### src/rtl/cpfs_pkg.sv
/*
  Package for the clock pin function select block: register offsets, field
  positions, reset values and pin function codes.
  Assumes a single 25 MHz clock domain and a configuration byte port.
*/
package cpfs_pkg;
  localparam logic [7:0] CPFS_OFS_OUT_CTRL = 8'h04;
  localparam logic [7:0] CPFS_OFS_REQ_CFG = 8'h05;
  localparam int CPFS_BIT_P3_DISABLE = 7;
  localparam int CPFS_BIT_C_EN = 3;
  localparam int CPFS_BIT_C_SEL = 2;
  localparam int CPFS_BIT_D_EN = 1;
  localparam int CPFS_BIT_D_SEL = 0;
  localparam logic [7:0] CPFS_RST_OUT_CTRL = 8'h00;
  localparam logic [7:0] CPFS_RST_REQ_CFG = 8'h00;
  localparam int CPFS_NUM_PAIRS = 5;

  // Function carried by the pair-zero pins.
  typedef enum logic {CPFS_P0_SERIAL_REF, CPFS_P0_DISPLAY_96} cpfs_p0_fn_e;
  // Function carried by the two single-ended pins.
  typedef enum logic {CPFS_SE_27MHZ, CPFS_SE_PANEL_100} cpfs_se_fn_e;
endpackage

### src/rtl/cpfs_req_if.sv
/*
  Interface carrying one clock-request route from the top to the router.
  Assumes both modules share i_clk.
*/
`timescale 1ns/1ps
`default_nettype none
interface cpfs_req_if;
  logic pin_enable;
  logic pair_select;
  logic request_n;
  logic [cpfs_pkg::CPFS_NUM_PAIRS-1:0] stop_mask;
  modport cfg (output pin_enable, output pair_select, output request_n, input stop_mask);
  modport rtr (input pin_enable, input pair_select, input request_n, output stop_mask);
endinterface
`default_nettype wire

### src/rtl/cpfs_req_router.sv
/*
  Routes the two active-low clock-request inputs to the pairs they govern.
  Assumes the configuration and pin levels are synchronous to the caller's clock.
*/
`timescale 1ns/1ps
`default_nettype none
module cpfs_req_router (
  // Request C route
  cpfs_req_if.rtr req_c,
  // Request D route
  cpfs_req_if.rtr req_d
);
  import cpfs_pkg::*;

  always_comb begin
    req_c.stop_mask = '0;
    req_d.stop_mask = '0;
    // A high request level means the agent does not want its clock.
    if (req_c.pin_enable && req_c.request_n) begin
      if (req_c.pair_select) begin
        req_c.stop_mask[2] = 1'b1;
      end else begin
        req_c.stop_mask[0] = 1'b1;
      end
    end
    if (req_d.pin_enable && req_d.request_n) begin
      if (req_d.pair_select) begin
        req_d.stop_mask[4] = 1'b1;
      end else begin
        req_d.stop_mask[1] = 1'b1;
      end
    end
  end
endmodule
`default_nettype wire

### src/rtl/cpfs_top.sv
/*
  Pin function selection for the clock generator: strap-chosen pair-zero and
  single-ended pin functions, and the pair-three pins as clock-request inputs.
  Assumes a byte-wide configuration write port and a strap valid at reset.
*/
`timescale 1ns/1ps
`default_nettype none
// Operation
// - Pair-zero complement pin: serial ref pair zero if strap is high, display 96 MHz if low.
// - First single-ended pin: 27 MHz non-spread if strap is high, panel clock true side if low.
// - Second single-ended pin: 27 MHz spread if strap is high, panel clock complement if low.
// - Pair-three pins start as clock outputs and change only by configuration writes.
// - Byte 5 bit 3 turns the pair-three true pin into request input C.
// - Byte 5 bit 2 routes request C to pair zero (0) or pair two (1).
// - Byte 5 bit 1 turns the pair-three complement pin into request input D.
// - Byte 5 bit 0 routes request D to pair one (0) or pair four (1).
// - The strap picks the pair-zero true pin function the same way as the complement pin.
module cpfs_top (
  // Clock and reset
  input wire logic i_clk,
  input wire logic i_srst,
  // Strap
  input wire logic i_freq_strap,
  // Configuration byte port
  input wire logic i_cfg_wr,
  input wire logic [7:0] i_cfg_addr,
  input wire logic [7:0] i_cfg_wdata,
  output logic [7:0] o_cfg_rdata,
  // Pair-three pin levels when used as requests
  input wire logic i_clock_request_in_c_n,
  input wire logic i_clock_request_in_d_n,
  // Pin functions
  output logic o_p0_true_display_96,
  output logic o_p0_comp_display_96,
  output logic o_se1_panel_clock_true,
  output logic o_se2_panel_clock_comp,
  output logic o_pair_three_true_out_en,
  output logic o_pair_three_comp_out_en,
  output logic o_request_c_pin_enable,
  output logic o_request_d_pin_enable,
  output logic [cpfs_pkg::CPFS_NUM_PAIRS-1:0] o_pair_stop
);
  import cpfs_pkg::*;

  logic strap_ff, nxt_strap;
  logic armed_ff, nxt_armed;
  logic [7:0] out_ctrl_ff, nxt_out_ctrl;
  logic [7:0] req_cfg_ff, nxt_req_cfg;
  logic [7:0] rdata_ff, nxt_rdata;
  logic [CPFS_NUM_PAIRS-1:0] stop_ff, nxt_stop;
  cpfs_p0_fn_e p0_fn;
  cpfs_se_fn_e se_fn;

  cpfs_req_if req_c ();
  cpfs_req_if req_d ();

  assign req_c.pin_enable = req_cfg_ff[CPFS_BIT_C_EN];
  assign req_c.pair_select = req_cfg_ff[CPFS_BIT_C_SEL];
  assign req_c.request_n = i_clock_request_in_c_n;
  assign req_d.pin_enable = req_cfg_ff[CPFS_BIT_D_EN];
  assign req_d.pair_select = req_cfg_ff[CPFS_BIT_D_SEL];
  assign req_d.request_n = i_clock_request_in_d_n;

  cpfs_req_router u_router (
    .req_c(req_c),
    .req_d(req_d)
  );

  // The strap is caught on the first clocked cycle after reset, then frozen.
  always_comb begin
    nxt_armed = 1'b1;
    nxt_strap = armed_ff ? strap_ff : i_freq_strap;
  end

  always_comb begin
    nxt_out_ctrl = out_ctrl_ff;
    nxt_req_cfg = req_cfg_ff;
    if (i_cfg_wr && i_cfg_addr == CPFS_OFS_OUT_CTRL) begin
      nxt_out_ctrl = i_cfg_wdata;
    end
    if (i_cfg_wr && i_cfg_addr == CPFS_OFS_REQ_CFG) begin
      nxt_req_cfg = i_cfg_wdata;
    end
    unique case (i_cfg_addr)
      CPFS_OFS_OUT_CTRL: nxt_rdata = out_ctrl_ff;
      CPFS_OFS_REQ_CFG: nxt_rdata = req_cfg_ff;
      default: nxt_rdata = 8'h00;
    endcase
    nxt_stop = req_c.stop_mask | req_d.stop_mask;
  end

  assign p0_fn = strap_ff ? CPFS_P0_SERIAL_REF : CPFS_P0_DISPLAY_96;
  assign se_fn = strap_ff ? CPFS_SE_27MHZ : CPFS_SE_PANEL_100;

  always_ff @(posedge i_clk) begin
    if (i_srst) begin
      armed_ff <= 1'b0;
      strap_ff <= 1'b1;
      out_ctrl_ff <= CPFS_RST_OUT_CTRL;
      req_cfg_ff <= CPFS_RST_REQ_CFG;
      rdata_ff <= 8'h00;
      stop_ff <= '0;
      o_p0_true_display_96 <= 1'b0;
      o_p0_comp_display_96 <= 1'b0;
      o_se1_panel_clock_true <= 1'b0;
      o_se2_panel_clock_comp <= 1'b0;
      o_pair_three_true_out_en <= 1'b1;
      o_pair_three_comp_out_en <= 1'b1;
      o_request_c_pin_enable <= 1'b0;
      o_request_d_pin_enable <= 1'b0;
    end else begin
      armed_ff <= nxt_armed;
      strap_ff <= nxt_strap;
      out_ctrl_ff <= nxt_out_ctrl;
      req_cfg_ff <= nxt_req_cfg;
      rdata_ff <= nxt_rdata;
      stop_ff <= nxt_stop;
      o_p0_true_display_96 <= (p0_fn == CPFS_P0_DISPLAY_96);
      o_p0_comp_display_96 <= (p0_fn == CPFS_P0_DISPLAY_96);
      o_se1_panel_clock_true <= (se_fn == CPFS_SE_PANEL_100);
      o_se2_panel_clock_comp <= (se_fn == CPFS_SE_PANEL_100);
      // A pin drives the pair only while not a request input and not disabled.
      o_pair_three_true_out_en <= !out_ctrl_ff[CPFS_BIT_P3_DISABLE] &&
                                  !req_cfg_ff[CPFS_BIT_C_EN];
      o_pair_three_comp_out_en <= !out_ctrl_ff[CPFS_BIT_P3_DISABLE] &&
                                  !req_cfg_ff[CPFS_BIT_D_EN];
      o_request_c_pin_enable <= req_cfg_ff[CPFS_BIT_C_EN];
      o_request_d_pin_enable <= req_cfg_ff[CPFS_BIT_D_EN];
    end
  end

  assign o_cfg_rdata = rdata_ff;
  assign o_pair_stop = stop_ff;

  // Checks.
  property p_strap_frozen;
    @(posedge i_clk) disable iff (i_srst) $past(armed_ff) |-> $stable(strap_ff);
  endproperty
  a_strap_frozen: assert property (p_strap_frozen) else $error("strap not frozen");

  property p_p0_comp;
    @(posedge i_clk) disable iff (i_srst)
      armed_ff ##1 1'b1 |-> o_p0_comp_display_96 == !$past(strap_ff);
  endproperty
  a_p0_comp: assert property (p_p0_comp) else $error("pair zero complement function wrong");

  property p_p0_true;
    @(posedge i_clk) disable iff (i_srst) o_p0_true_display_96 == o_p0_comp_display_96;
  endproperty
  a_p0_true: assert property (p_p0_true) else $error("pair zero pins disagree");

  property p_se1;
    @(posedge i_clk) disable iff (i_srst)
      armed_ff ##1 1'b1 |-> o_se1_panel_clock_true == !$past(strap_ff);
  endproperty
  a_se1: assert property (p_se1) else $error("first single-ended function wrong");

  property p_se2;
    @(posedge i_clk) disable iff (i_srst) o_se2_panel_clock_comp == o_se1_panel_clock_true;
  endproperty
  a_se2: assert property (p_se2) else $error("second single-ended function wrong");

  property p_c_enable;
    @(posedge i_clk) disable iff (i_srst)
      i_cfg_wr && i_cfg_addr == CPFS_OFS_REQ_CFG ##1 !i_cfg_wr |=>
        o_request_c_pin_enable == $past(i_cfg_wdata[CPFS_BIT_C_EN], 2);
  endproperty
  a_c_enable: assert property (p_c_enable) else $error("request C enable not applied");

  property p_d_enable;
    @(posedge i_clk) disable iff (i_srst)
      o_request_d_pin_enable |-> !o_pair_three_comp_out_en;
  endproperty
  a_d_enable: assert property (p_d_enable) else $error("pin D drives while a request");

  property p_c_route;
    @(posedge i_clk) disable iff (i_srst)
      req_cfg_ff[CPFS_BIT_C_EN] && !req_cfg_ff[CPFS_BIT_D_EN] && i_clock_request_in_c_n |=>
        o_pair_stop[0] == !$past(req_cfg_ff[CPFS_BIT_C_SEL]) &&
        o_pair_stop[2] == $past(req_cfg_ff[CPFS_BIT_C_SEL]);
  endproperty
  a_c_route: assert property (p_c_route) else $error("request C routed wrong");

  property p_d_route;
    @(posedge i_clk) disable iff (i_srst)
      req_cfg_ff[CPFS_BIT_D_EN] && !req_cfg_ff[CPFS_BIT_C_EN] && i_clock_request_in_d_n |=>
        o_pair_stop[1] == !$past(req_cfg_ff[CPFS_BIT_D_SEL]) &&
        o_pair_stop[4] == $past(req_cfg_ff[CPFS_BIT_D_SEL]);
  endproperty
  a_d_route: assert property (p_d_route) else $error("request D routed wrong");

  property p_p3_default;
    @(posedge i_clk) disable iff (i_srst)
      $rose(armed_ff) |-> o_pair_three_true_out_en && o_pair_three_comp_out_en;
  endproperty
  a_p3_default: assert property (p_p3_default) else $error("pair three not output");

  c_c_enabled: cover property (@(posedge i_clk) disable iff (i_srst) o_request_c_pin_enable);
  c_d_pair4: cover property (@(posedge i_clk) disable iff (i_srst) o_pair_stop[4]);
  c_strap_low: cover property (@(posedge i_clk) disable iff (i_srst) o_se1_panel_clock_true);
endmodule
`default_nettype wire

### config.mk
export PLATFORM = sky130hd
export DESIGN_NAME = cpfs_top
export DESIGN_NICKNAME = d
export VERILOG_FILES = /design/src/rtl/cpfs_pkg.sv /design/src/rtl/cpfs_req_if.sv /design/src/rtl/cpfs_req_router.sv /design/src/rtl/cpfs_top.sv
export SDC_FILE = /design/constraint.sdc
export NUM_CORES = 1
export LEC_CHECK = 0
export ABC_AREA = 1
export BUFFER_PORTS_ARGS = -buffer_cell sky130_fd_sc_hd__buf_2
export CAP_MARGIN = 20
export CORE_ASPECT_RATIO = 2
export CORE_UTILIZATION = 40
export CTS_BUF_LIST = sky130_fd_sc_hd__clkbuf_4 sky130_fd_sc_hd__clkbuf_8 sky130_fd_sc_hd__clkbuf_16
export DETAILED_ROUTE_END_ITERATION = 10
export PLACE_DENSITY = 0.67
export SETUP_SLACK_MARGIN = 0.1
export SLEW_MARGIN = 20
export SYNTH_ARGS = -nofsm -noshare
export SYNTH_HDL_FRONTEND = slang
export SYNTH_HIERARCHICAL = 1
export SYNTH_SLANG_ARGS = --single-unit
### constraint.sdc
create_clock -name i_clk -period 0.8 [get_ports i_clk]
set_input_delay 0 -clock i_clk [delete_from_list [all_inputs] [get_ports i_clk]]
set_output_delay 0 -clock i_clk [all_outputs]
set_load 0.1 [all_outputs]
==> out/results.ini, run 1 <==
[power_and_ir_drop]
power_frac_comb = 0.148
irDropWorstVdd_mv = 1.05
finalPower_uw = 3670
pwr_density_cell_mw_per_mm2 = 1510
p_leak_uw = 0.00108
p_sw_uw = 1040
seqPwrFrac = 0.501
clkPwrFrac = 0.351
p_int_uw = 2630
switching_share = 0.283

[yosys]
synth_ff_type = dfxtp_1
yosysTopAreaCellShare = 0.474
syn_inst = 214
synthTopCellsByCount = nand2_1, dfxtp_1, nor2_1
yosysWarnings = 6
netlist-cell-type-count = 15
synth.area.top_cells = dfxtp_1, nand2_1, nor2_1
synth_edf_count = 0
ys_ff_latch = 36
synth-async-reset-ratio = 0
synth_most_common_cell = nand2_1
ys_seq_area_frac = 0.474
syn_area_per_cell_sq_um = 7.10
netlist_area_sq_mm = 0.00152
yosysTopAreaCell = dfxtp_1

[setup_path]
critPathTopFamily = flip-flops
r2r_slack_ns = 0.07
cp_slowest_cell = dfxtp_4
critical_path_buf_inv_count = 1
reg2regPathDepth = 4
endpoint_kind = output pin
cp_slowest_stage_delay_ns = 0.41
startpoint_type = register
path_class = reg2out
rr_endpoint = o_pair_stop[2]
crit_path_max_fanout = 4
worstPathCellList = buf_12
r2r_start = req_cfg_ff[3]
critPathArrivalTime_ns = 0.90
crit_required_ns = 0.80

[sta]
setup_viol = 21
period_needed_ns = 0.895
post-route-period-util = 1.12
worst_slack_ns = -0.0953
fmax_mhz = 1120
drv_slew = 0
hold_viol_final = 0
holdWs_ns = 0.0175
finalClockSkew_ns = 0.00498
rsz0062_at_grt = true

[floorplanning]
num_rows = 31
die-area_sq_mm = 0.00406
io_pins = 43
die_h_microns = 89.2
die_w_microns = 45.6
core_area_sq_mm = 0.00361
initial_core_util = 0.421

[global_routing]
antenna_found_initial = 0
grt_pass1_wl_mm = 5.13
grt_start_max_net_pins = 25
grt_pass1_vias = 1302
grt_overflow_total = 0
track_usage = 0.178

[clock_tree]
clkSlewWorstSetupHoldPaths_ns = 0.07
cts_root_buffer = clkbuf_8
cts_tree = done
h-tree-depth = 2
clkSinkCount = 36
clock_latency_ns = 0.29
cts_max_path_buffers = 2
cts_buffers = 5

[cells_and_area]
drive_gt1_frac = 0.452
fin_util = 0.674
seq_area_sq_um = 754
diodes = 0
synthToLayoutAreaGrowth_pct = 60.0
num-nets-final = 282
multi_input_area_sq_um = 679
fillers = 287
fin_cells = 310

[routing]
wl_mm = 3.52
drtIter0Drc = 26
firstDrtPassIters = 4
vias_per_cell = 4.60
routed-via-count = 1425
wl_per_cell_microns = 11.4
route.detailed.drc = 0
drtAntennaViolNets = 0

[worst_hold_path]
hold_path_class = in2reg
holdPathStages = 3
worst_hold_startpoint = i_srst
whs_endpoint = o_pair_three_true_out_en

[place]
place_congestion = 0.757
port_buffers = 42
dp_hpwl_mm = 2.21
place_inst = 298

[outcome]
status = finished, violations left
violations = negative setup slack

[flow_run]
cap_violations = 0

cells by family after synthesis:
logic type | after synthesis | synth area share
AND/OR/NAND/NOR | 107 | 0.297
buffers and inverters | 52 | 0.167
other | 1 | 0.00247
AO/OA/AOI/OAI | 18 | 0.0593
flip-flops | 36 | 0.474
timing repair:
action,in CTS,in global routing
hold endpoints to repair,2,0
setup endpoints to repair,26,35
setup buffers,0,1
cloned,0,2
hold buffers,1,0
gates resized for setup,4,28
pin swaps,0,22
worst max path at each step:
stage | from | end | slack, ns | depth (start not counted)
finish | o_se2_panel_clock_comp | o_se2_panel_clock_comp | -0.1 | 1
global placement | i_cfg_addr[2] | out_ctrl_ff[0] | -0.12 | 9
global route | o_se2_panel_clock_comp | o_se2_panel_clock_comp | -0.12 | 1
detailed placement | i_cfg_addr[2] | o_cfg_rdata[0] | -0.19 | 8
floorplan | o_se2_panel_clock_comp | o_p0_true_display_96 | -0.11 | 1
CTS | o_se2_panel_clock_comp | o_se2_panel_clock_comp | -0.1 | 1
worst reg2reg max path: cells and delay by family, from the launching register on:
| kind | cells | cell delay, ns |
|---|---|---|
| simple gates | 4 | 0.30 |
| flops | 1 | 0.37 |
through the flow:
step | area [sq um] | worst slack, ns | TNS, ns
4_1_cts | 2280 | -0.0997 | -0.583
6_report | 2430 | -0.0953 | -0.491
3_3_place_gp | 2180 | -0.121 | -2.28
5_1_grt | 2430 | -0.120 | -0.905
3_5_place_dp | 2180 | -0.195 | -3.08
2_1_floorplan | 1650 | -0.107 | -0.107
cell type report:
cell class / count / share of cell area
flip-flops and latches: 36 / 0.311
repair buffers: 52 / 0.293
multi-input cells: 131 / 0.280
inverters: 34 / 0.0556
clock buffers: 5 / 0.0283
well taps: 49 / 0.0252
clock inverters: 3 / 0.00772
cells in the final DEF, fill, tap and decap left out, drive strengths merged:
| master | instances |
|---|---|
| buf | 49 |
| nand2 | 48 |
| nor2 | 40 |
| dfxtp | 36 |
| inv | 34 |
| nand3 | 19 |
| a21oi | 15 |
| clkbuf | 7 |
| conb | 6 |
| o21ai | 3 |
| clkinv | 3 |
| dlygate4sd3 | 1 |
power groups by stage:
stage / clock [uW] / sequential (uW) / combinational, uW
2_1_floorplan: 0 / 1990 / 224
3_3_place_gp: 0 / 1880 / 507
3_5_place_dp: 0 / 1880 / 512
4_1_cts: 1290 / 1840 / 518
5_1_grt: 1370 / 1840 / 572
6_report: 1290 / 1840 / 543
flip-flops by register name (all words and copies together) (netlist names):
name / cells
strap_ff: 1
req_cfg_ff: 8
o_request_d_pin_enable: 1
o_se2_panel_clock_comp: 1
o_request_c_pin_enable: 1
out_ctrl_ff: 8
o_pair_stop: 5
o_cfg_rdata: 8
armed_ff: 1
o_pair_three_comp_out_en: 1
o_pair_three_true_out_en: 1
routing by layer:
| layer | up-vias | GRT usage | routed length [microns] |
|---|---|---|---|
| li1 | 714 | - | - |
| met1 | 651 | 0.148 | 1220 |
| met2 | 52 | 0.336 | 2020 |
| met3 | 8 | 0.0667 | 179 |
| met4 | 0 | 0.0937 | 99 |
| met5 | - | 0 | 0 |
Note: power is estimated with default switching activity, not from simulation.
==> inputs of run 2 (changes only) <==
--- a/config.mk
+++ b/config.mk
@@ -6,7 +6,8 @@
 export NUM_CORES = 1
 export LEC_CHECK = 0
 export ABC_AREA = 1
-export BUFFER_PORTS_ARGS = -buffer_cell sky130_fd_sc_hd__buf_2
+export ABC_CLOCK_PERIOD_IN_PS = 800
+export BUFFER_PORTS_ARGS = -buffer_cell sky130_fd_sc_hd__buf_4
 export CAP_MARGIN = 20
 export CORE_ASPECT_RATIO = 2
 export CORE_UTILIZATION = 40
==> out/results.ini, run 2 (synthesized netlist as in run 1, its figures left out) <==
[sta]
tns_ns = -0.442  ; was -0.491 ns
fmax_mhz = 1120  ; about the same
post-route-period-util = 1.12  ; about the same
drv_slew = 0  ; unchanged
rsz0062_at_grt = true  ; unchanged
hold_viol_final = 1  ; was 0
finalClockSkew_ns = 0.00331  ; was 0.00498 ns
setup_viol = 13  ; was 21
worst_slack_ns = -0.0944  ; was -0.0953 ns
period_needed_ns = 0.894  ; was 0.895 ns
holdWs_ns = -0.0270  ; was 0.0175 ns

[cells_and_area]
final_common_cell = nand2_1  ; unchanged
diodes = 0  ; unchanged
fin_util = 0.665  ; was 0.674
final_cell_mix = nand2_1, nor2_1, inv_1  ; was nand2_1, inv_1, nor2_1
drive_gt1_frac = 0.399  ; was 0.452
synthToLayoutAreaGrowth_pct = 57.9  ; was 60.0%
seq_area_sq_um = 752  ; was 754 sq um
num-nets-final = 284  ; was 282
multi_input_area_sq_um = 634  ; was 679 sq um
fillers = 314  ; was 287

[flow_run]
cap_violations = 0  ; unchanged

[floorplanning]
die-area_sq_mm = 0.00406  ; unchanged
initial_core_util = 0.421  ; unchanged
core_area_sq_mm = 0.00361  ; unchanged
die_h_microns = 89.2  ; unchanged
num_rows = 31  ; unchanged
die_w_microns = 45.6  ; unchanged
io_pins = 43  ; unchanged

[clock_tree]
h-tree-depth = 2  ; unchanged
clkSlewWorstSetupHoldPaths_ns = 0.08  ; was 0.07 ns
cts_buffers = 5  ; unchanged
clkSinkCount = 36  ; unchanged
cts_max_path_buffers = 2  ; unchanged
clock_latency_ns = 0.28  ; was 0.29 ns
cts_tree = done  ; unchanged
cts_root_buffer = clkbuf_8  ; unchanged

[place]
place_congestion = 0.797  ; was 0.757
port_buffers = 42  ; unchanged
dpl_worst_slack_ns = -0.209  ; was -0.195 ns
dp_hpwl_mm = 2.01  ; was 2.21 mm

[worst_hold_path]
whs_endpoint = strap_ff  ; was o_pair_three_true_out_en
worst_hold_startpoint = i_srst  ; unchanged
hold_path_class = in2reg  ; unchanged
holdPathStages = 3  ; unchanged

[routing]
drtIter0Drc = 32  ; was 26
route.detailed.drc = 0  ; unchanged
firstDrtPassIters = 4  ; unchanged
vias_per_cell = 4.46  ; was 4.60
wl_per_cell_microns = 11.2  ; was 11.4 microns
wl_mm = 3.51  ; was 3.52 mm
routed-via-count = 1393  ; was 1,425
drtAntennaViolNets = 0  ; unchanged

[global_routing]
grt_start_max_net_pins = 25  ; unchanged
track_usage = 0.173  ; was 0.178
grt_pass1_vias = 1250  ; was 1,302
grt_pass1_wl_mm = 5.11  ; was 5.13 mm
grt_overflow_total = 0  ; unchanged
antenna_found_initial = 0  ; unchanged

[setup_path]
cp_slowest_cell = dfxtp_4  ; unchanged
endpoint_kind = output pin  ; unchanged
path_class = reg2out  ; unchanged
worstPathCellList = buf_12  ; unchanged
crit_required_ns = 0.80  ; about the same
critPathTopFamily = flip-flops  ; unchanged
reg2regPathDepth = 4  ; unchanged
r2r_slack_ns = 0.06  ; was 0.07 ns
crit_path_max_fanout = 4  ; unchanged
startpoint_type = register  ; unchanged
r2r_start = req_cfg_ff[3]  ; unchanged
critPathArrivalTime_ns = 0.89  ; was 0.90 ns
cp_slowest_stage_delay_ns = 0.42  ; was 0.41 ns
critical_path_buf_inv_count = 1  ; unchanged
rr_endpoint = o_pair_stop[0]  ; was o_pair_stop[2]

[outcome]
violations = negative hold slack, negative setup slack  ; was negative setup slack
status = finished, violations left  ; unchanged

[power_and_ir_drop]
irDropWorstVdd_mv = 1.09  ; was 1.05 mV
pwr_density_cell_mw_per_mm2 = 1540  ; was 1510 mW/mm^2
p_leak_uw = 0.00107  ; was 0.00108 uW

-- run 2: cell types whose count changed in the layout (fill, tap and decap cells not counted), sizes merged --
| cell | before | now |
|---|---|---|
| clkinv | 3 | 1 |
| clkbuf | 7 | 6 |
| clkinvlp | 0 | 2 |
| dlygate4sd3 | 1 | 3 |
| dlymetal6s4s | 0 | 1 |
-- run 2: worst max-delay path by stage --
stage	cells after the start	end	slack [ns]	startpoint
final	1	o_se1_panel_clock_true	-0.09	o_se2_panel_clock_comp
after global routing	1	o_se1_panel_clock_true	-0.13	o_se2_panel_clock_comp
after CTS	1	o_se1_panel_clock_true	-0.1	o_se2_panel_clock_comp
after detailed placement	8	req_cfg_ff[2]	-0.21	i_cfg_addr[5]
after global placement	8	req_cfg_ff[5]	-0.18	i_cfg_addr[5]
after floorplan	1	o_p0_true_display_96	-0.11	o_se2_panel_clock_comp
-- run 2: stage by stage --
stage	instance area (sq um)	total power [uW]	hold WS (ns)	std cells
finish	2400	3700	-0.0270	312
global route	2400	3820	-0.0297	312
CTS	2330	3690	-0.0119	308
detailed placement	1950	2340	0.283	298
global placement	1950	2330	0.269	298
floorplan	1650	2220	0.0617	219
-- run 2: timing repair --
item                       4_1_cts  5_1_grt
gates cloned                     0        1
pin swaps                        1        4
hold buffers                     2        2
setup endpoints to repair       29       32
hold endpoints to repair         4        3
gates resized for setup         69        6
buffers inserted                 0        1
-- run 2: metal layers --
layer	track usage	wire length, microns
met5	0	0
met4	0.0661	30
met3	0.0424	100
met2	0.310	2020
met1	0.186	1360
-- run 2: layout make-up --
type / instances / share of cell area
multi-input combinational: 131 / 0.264
inverter: 34 / 0.0563
tap: 49 / 0.0256
clock buffer: 5 / 0.0287
clock inverter: 3 / 0.00991
sequential: 36 / 0.314
timing repair buffer: 54 / 0.302
-- run 2: worst min-delay path: stages --
cell	delay, ns
buf_4	0.12
a21oi_1	0.04
o21ai_0	0.06
-- run 2: power breakdown --
part           internal [uW]  total [uW]  switching [uW]  leakage, uW
clock network            617        1310             691    0.0000404
logic                    224         555             331     0.000725
registers               1820        1840            24.4     0.000301
==> inputs of run 3 (changes only) <==
--- a/config.mk
+++ b/config.mk
@@ -9,11 +9,11 @@
 export ABC_CLOCK_PERIOD_IN_PS = 800
 export BUFFER_PORTS_ARGS = -buffer_cell sky130_fd_sc_hd__buf_4
 export CAP_MARGIN = 20
-export CORE_ASPECT_RATIO = 2
-export CORE_UTILIZATION = 40
+export CORE_ASPECT_RATIO = 0.5
+export CORE_UTILIZATION = 46
 export CTS_BUF_LIST = sky130_fd_sc_hd__clkbuf_4 sky130_fd_sc_hd__clkbuf_8 sky130_fd_sc_hd__clkbuf_16
 export DETAILED_ROUTE_END_ITERATION = 10
-export PLACE_DENSITY = 0.67
+export PLACE_DENSITY = 0.76
 export SETUP_SLACK_MARGIN = 0.1
 export SLEW_MARGIN = 20
 export SYNTH_ARGS = -nofsm -noshare
==> out/results.ini, run 3 (synthesized netlist as in run 1, its figures left out) <==
[routing]
vias_per_cell = 4.51  ; was 4.46
firstDrtPassIters = 4  ; unchanged
route.detailed.drc = 0  ; unchanged
routed-via-count = 1345  ; was 1,393
drtIter0Drc = 44  ; was 32
wl_mm = 3.38  ; was 3.51 mm
wl_per_cell_microns = 11.4  ; was 11.2 microns
drtAntennaViolNets = 0  ; unchanged

[clock_tree]
clkSlewWorstSetupHoldPaths_ns = 0.07  ; was 0.08 ns
clock_latency_ns = 0.29  ; was 0.28 ns
cts_buffers = 5  ; unchanged
cts_max_path_buffers = 2  ; unchanged
cts_tree = done  ; unchanged
clkSinkCount = 36  ; unchanged
cts_root_buffer = clkbuf_8  ; unchanged
h-tree-depth = 2  ; unchanged

[floorplanning]
die_w_microns = 83.3  ; was 45.6 microns
io_pins = 43  ; unchanged
initial_core_util = 0.496  ; was 0.421
num_rows = 14  ; was 31
die-area_sq_mm = 0.00355  ; was 0.00406 sq mm
core_area_sq_mm = 0.00307  ; was 0.00361 sq mm
die_h_microns = 42.6  ; was 89.2 microns

[outcome]
status = finished, violations left  ; unchanged
violations = negative hold slack, negative setup slack  ; unchanged

[cells_and_area]
fillers = 194  ; was 314
fin_util = 0.776  ; was 0.665
final_common_cell = nand2_1  ; unchanged
drive_gt1_frac = 0.419  ; was 0.399
num-nets-final = 279  ; was 284
final_cell_mix = nand2_1, nor2_1, inv_1  ; unchanged
diodes = 0  ; unchanged
synthToLayoutAreaGrowth_pct = 56.5  ; was 57.9%

[setup_path]
critPathArrivalTime_ns = 0.90  ; was 0.89 ns
r2r_slack_ns = 0.05  ; was 0.06 ns
endpoint = o_se1_panel_clock_true  ; unchanged
startpoint_type = register  ; unchanged
reg2regPathDepth = 4  ; unchanged
cp-startpoint = o_se2_panel_clock_comp  ; unchanged
crit_required_ns = 0.80  ; about the same
rr_endpoint = o_pair_stop[1]  ; was o_pair_stop[0]
critical_path_buf_inv_count = 1  ; unchanged
cp_slowest_stage_delay_ns = 0.42  ; about the same
worstPathCellList = buf_12  ; unchanged
cp_slowest_cell = dfxtp_4  ; unchanged
r2r_start = req_cfg_ff[1]  ; was req_cfg_ff[3]
critPathTopFamily = flip-flops  ; unchanged
endpoint_kind = output pin  ; unchanged
path_class = reg2out  ; unchanged
crit_path_max_fanout = 4  ; unchanged
critical_path_depth = 1  ; unchanged

[power_and_ir_drop]
finalPower_uw = 3790  ; was 3700 uW
switching_share = 0.269  ; was 0.283
clkPwrFrac = 0.367  ; was 0.353
irDropWorstVdd_mv = 1.40  ; was 1.09 mV
pwr_density_cell_mw_per_mm2 = 1600  ; was 1540 mW/mm^2
p_leak_uw = 0.00106  ; was 0.00107 uW
p_sw_uw = 1020  ; was 1050 uW
p_int_uw = 2770  ; was 2660 uW
seqPwrFrac = 0.485  ; was 0.497
power_frac_comb = 0.148  ; was 0.150

[global_routing]
antenna_found_initial = 0  ; unchanged
grt_start_max_net_pins = 19  ; was 25
grt_pass1_wl_mm = 6.08  ; was 5.11 mm
track_usage = 0.226  ; was 0.173
grt_overflow_total = 0  ; unchanged
grt_pass1_vias = 1377  ; was 1,250

[place]
place_congestion = 0.781  ; was 0.797
dp_hpwl_mm = 2.08  ; was 2.01 mm
port_buffers = 42  ; unchanged
dpl_worst_slack_ns = -0.238  ; was -0.209 ns

[sta]
worst_slack_ns = -0.105  ; was -0.0944 ns
finalClockSkew_ns = 0.00395  ; was 0.00331 ns
drv_slew = 0  ; unchanged
hold_viol_final = 1  ; unchanged
period_needed_ns = 0.905  ; was 0.894 ns
setup_viol = 21  ; was 13
rsz0062_at_grt = true  ; unchanged
post-route-period-util = 1.13  ; was 1.12
holdWs_ns = -0.00643  ; was -0.0270 ns
fmax_mhz = 1110  ; was 1120 MHz

[flow_run]
cap_violations = 0  ; unchanged

[worst_hold_path]
hold_path_class = in2reg  ; unchanged

-- run 3: cell types whose count changed in the layout (fill, tap and decap cells not counted), sizes merged --
| cell | change |
|---|---|
| dlygate4sd3 | -2 |
| buf | -1 |
| clkbuf | +1 |
| clkinv | -1 |
| clkinvlp | -1 |
| dlymetal6s4s | -1 |
-- run 3: final cells by class --
type / instances / area [sq um] / share of cell area
inverter: 34 / 135 / 0.0568
clock buffer: 7 / 90.1 / 0.0379
timing repair buffer: 49 / 683 / 0.287
clock inverter: 1 / 7.51 / 0.00316
sequential: 36 / 756 / 0.318
tap: 40 / 50.0 / 0.0211
multi-input combinational: 131 / 656 / 0.276
-- run 3: metal layers --
layer | share of wire | track usage | wire, microns
met5 | 0 | 0 | 0
met4 | 0.016 | 0.0828 | 55
met3 | 0.057 | 0.0669 | 192
met2 | 0.49 | 0.393 | 1660
met1 | 0.44 | 0.270 | 1470
-- run 3: metrics by stage --
| stage | std cells | area [sq um] | TNS, ns |
|---|---|---|---|
| global route | 298 | 2380 | -1.03 |
| global placement | 289 | 1960 | -2.61 |
| detailed placement | 289 | 1960 | -3.05 |
| finish | 298 | 2380 | -0.592 |
| CTS | 298 | 2340 | -0.638 |
| floorplan | 219 | 1650 | -0.107 |
-- run 3: repair_timing --
item	in CTS	in global routing
endpoints found under the setup margin	32	34
hold buffers	1	0
hold endpoints to repair	11	0
buffers inserted	0	0
pin swaps	1	9
gates resized for setup	70	14
-- run 3: worst min-delay path by stage --
stage	start	to	cells after the start
2_1_floorplan	i_srst	o_cfg_rdata[0]	1
3_3_place_gp	i_freq_strap	strap_ff	3
3_5_place_dp	i_freq_strap	strap_ff	3
4_1_cts	i_srst	o_se2_panel_clock_comp	2
5_1_grt	i_srst	o_se2_panel_clock_comp	2
6_report	i_srst	o_se2_panel_clock_comp	2
-- run 3: power groups by stage --
| stage | combinational [uW] | sequential [uW] | clock (uW) |
|---|---|---|---|
| 2_1_floorplan | 224 | 1990 | 0 |
| 3_3_place_gp | 477 | 1870 | 0 |
| 3_5_place_dp | 480 | 1870 | 0 |
| 4_1_cts | 548 | 1840 | 1420 |
| 5_1_grt | 594 | 1840 | 1490 |
| 6_report | 561 | 1840 | 1390 |
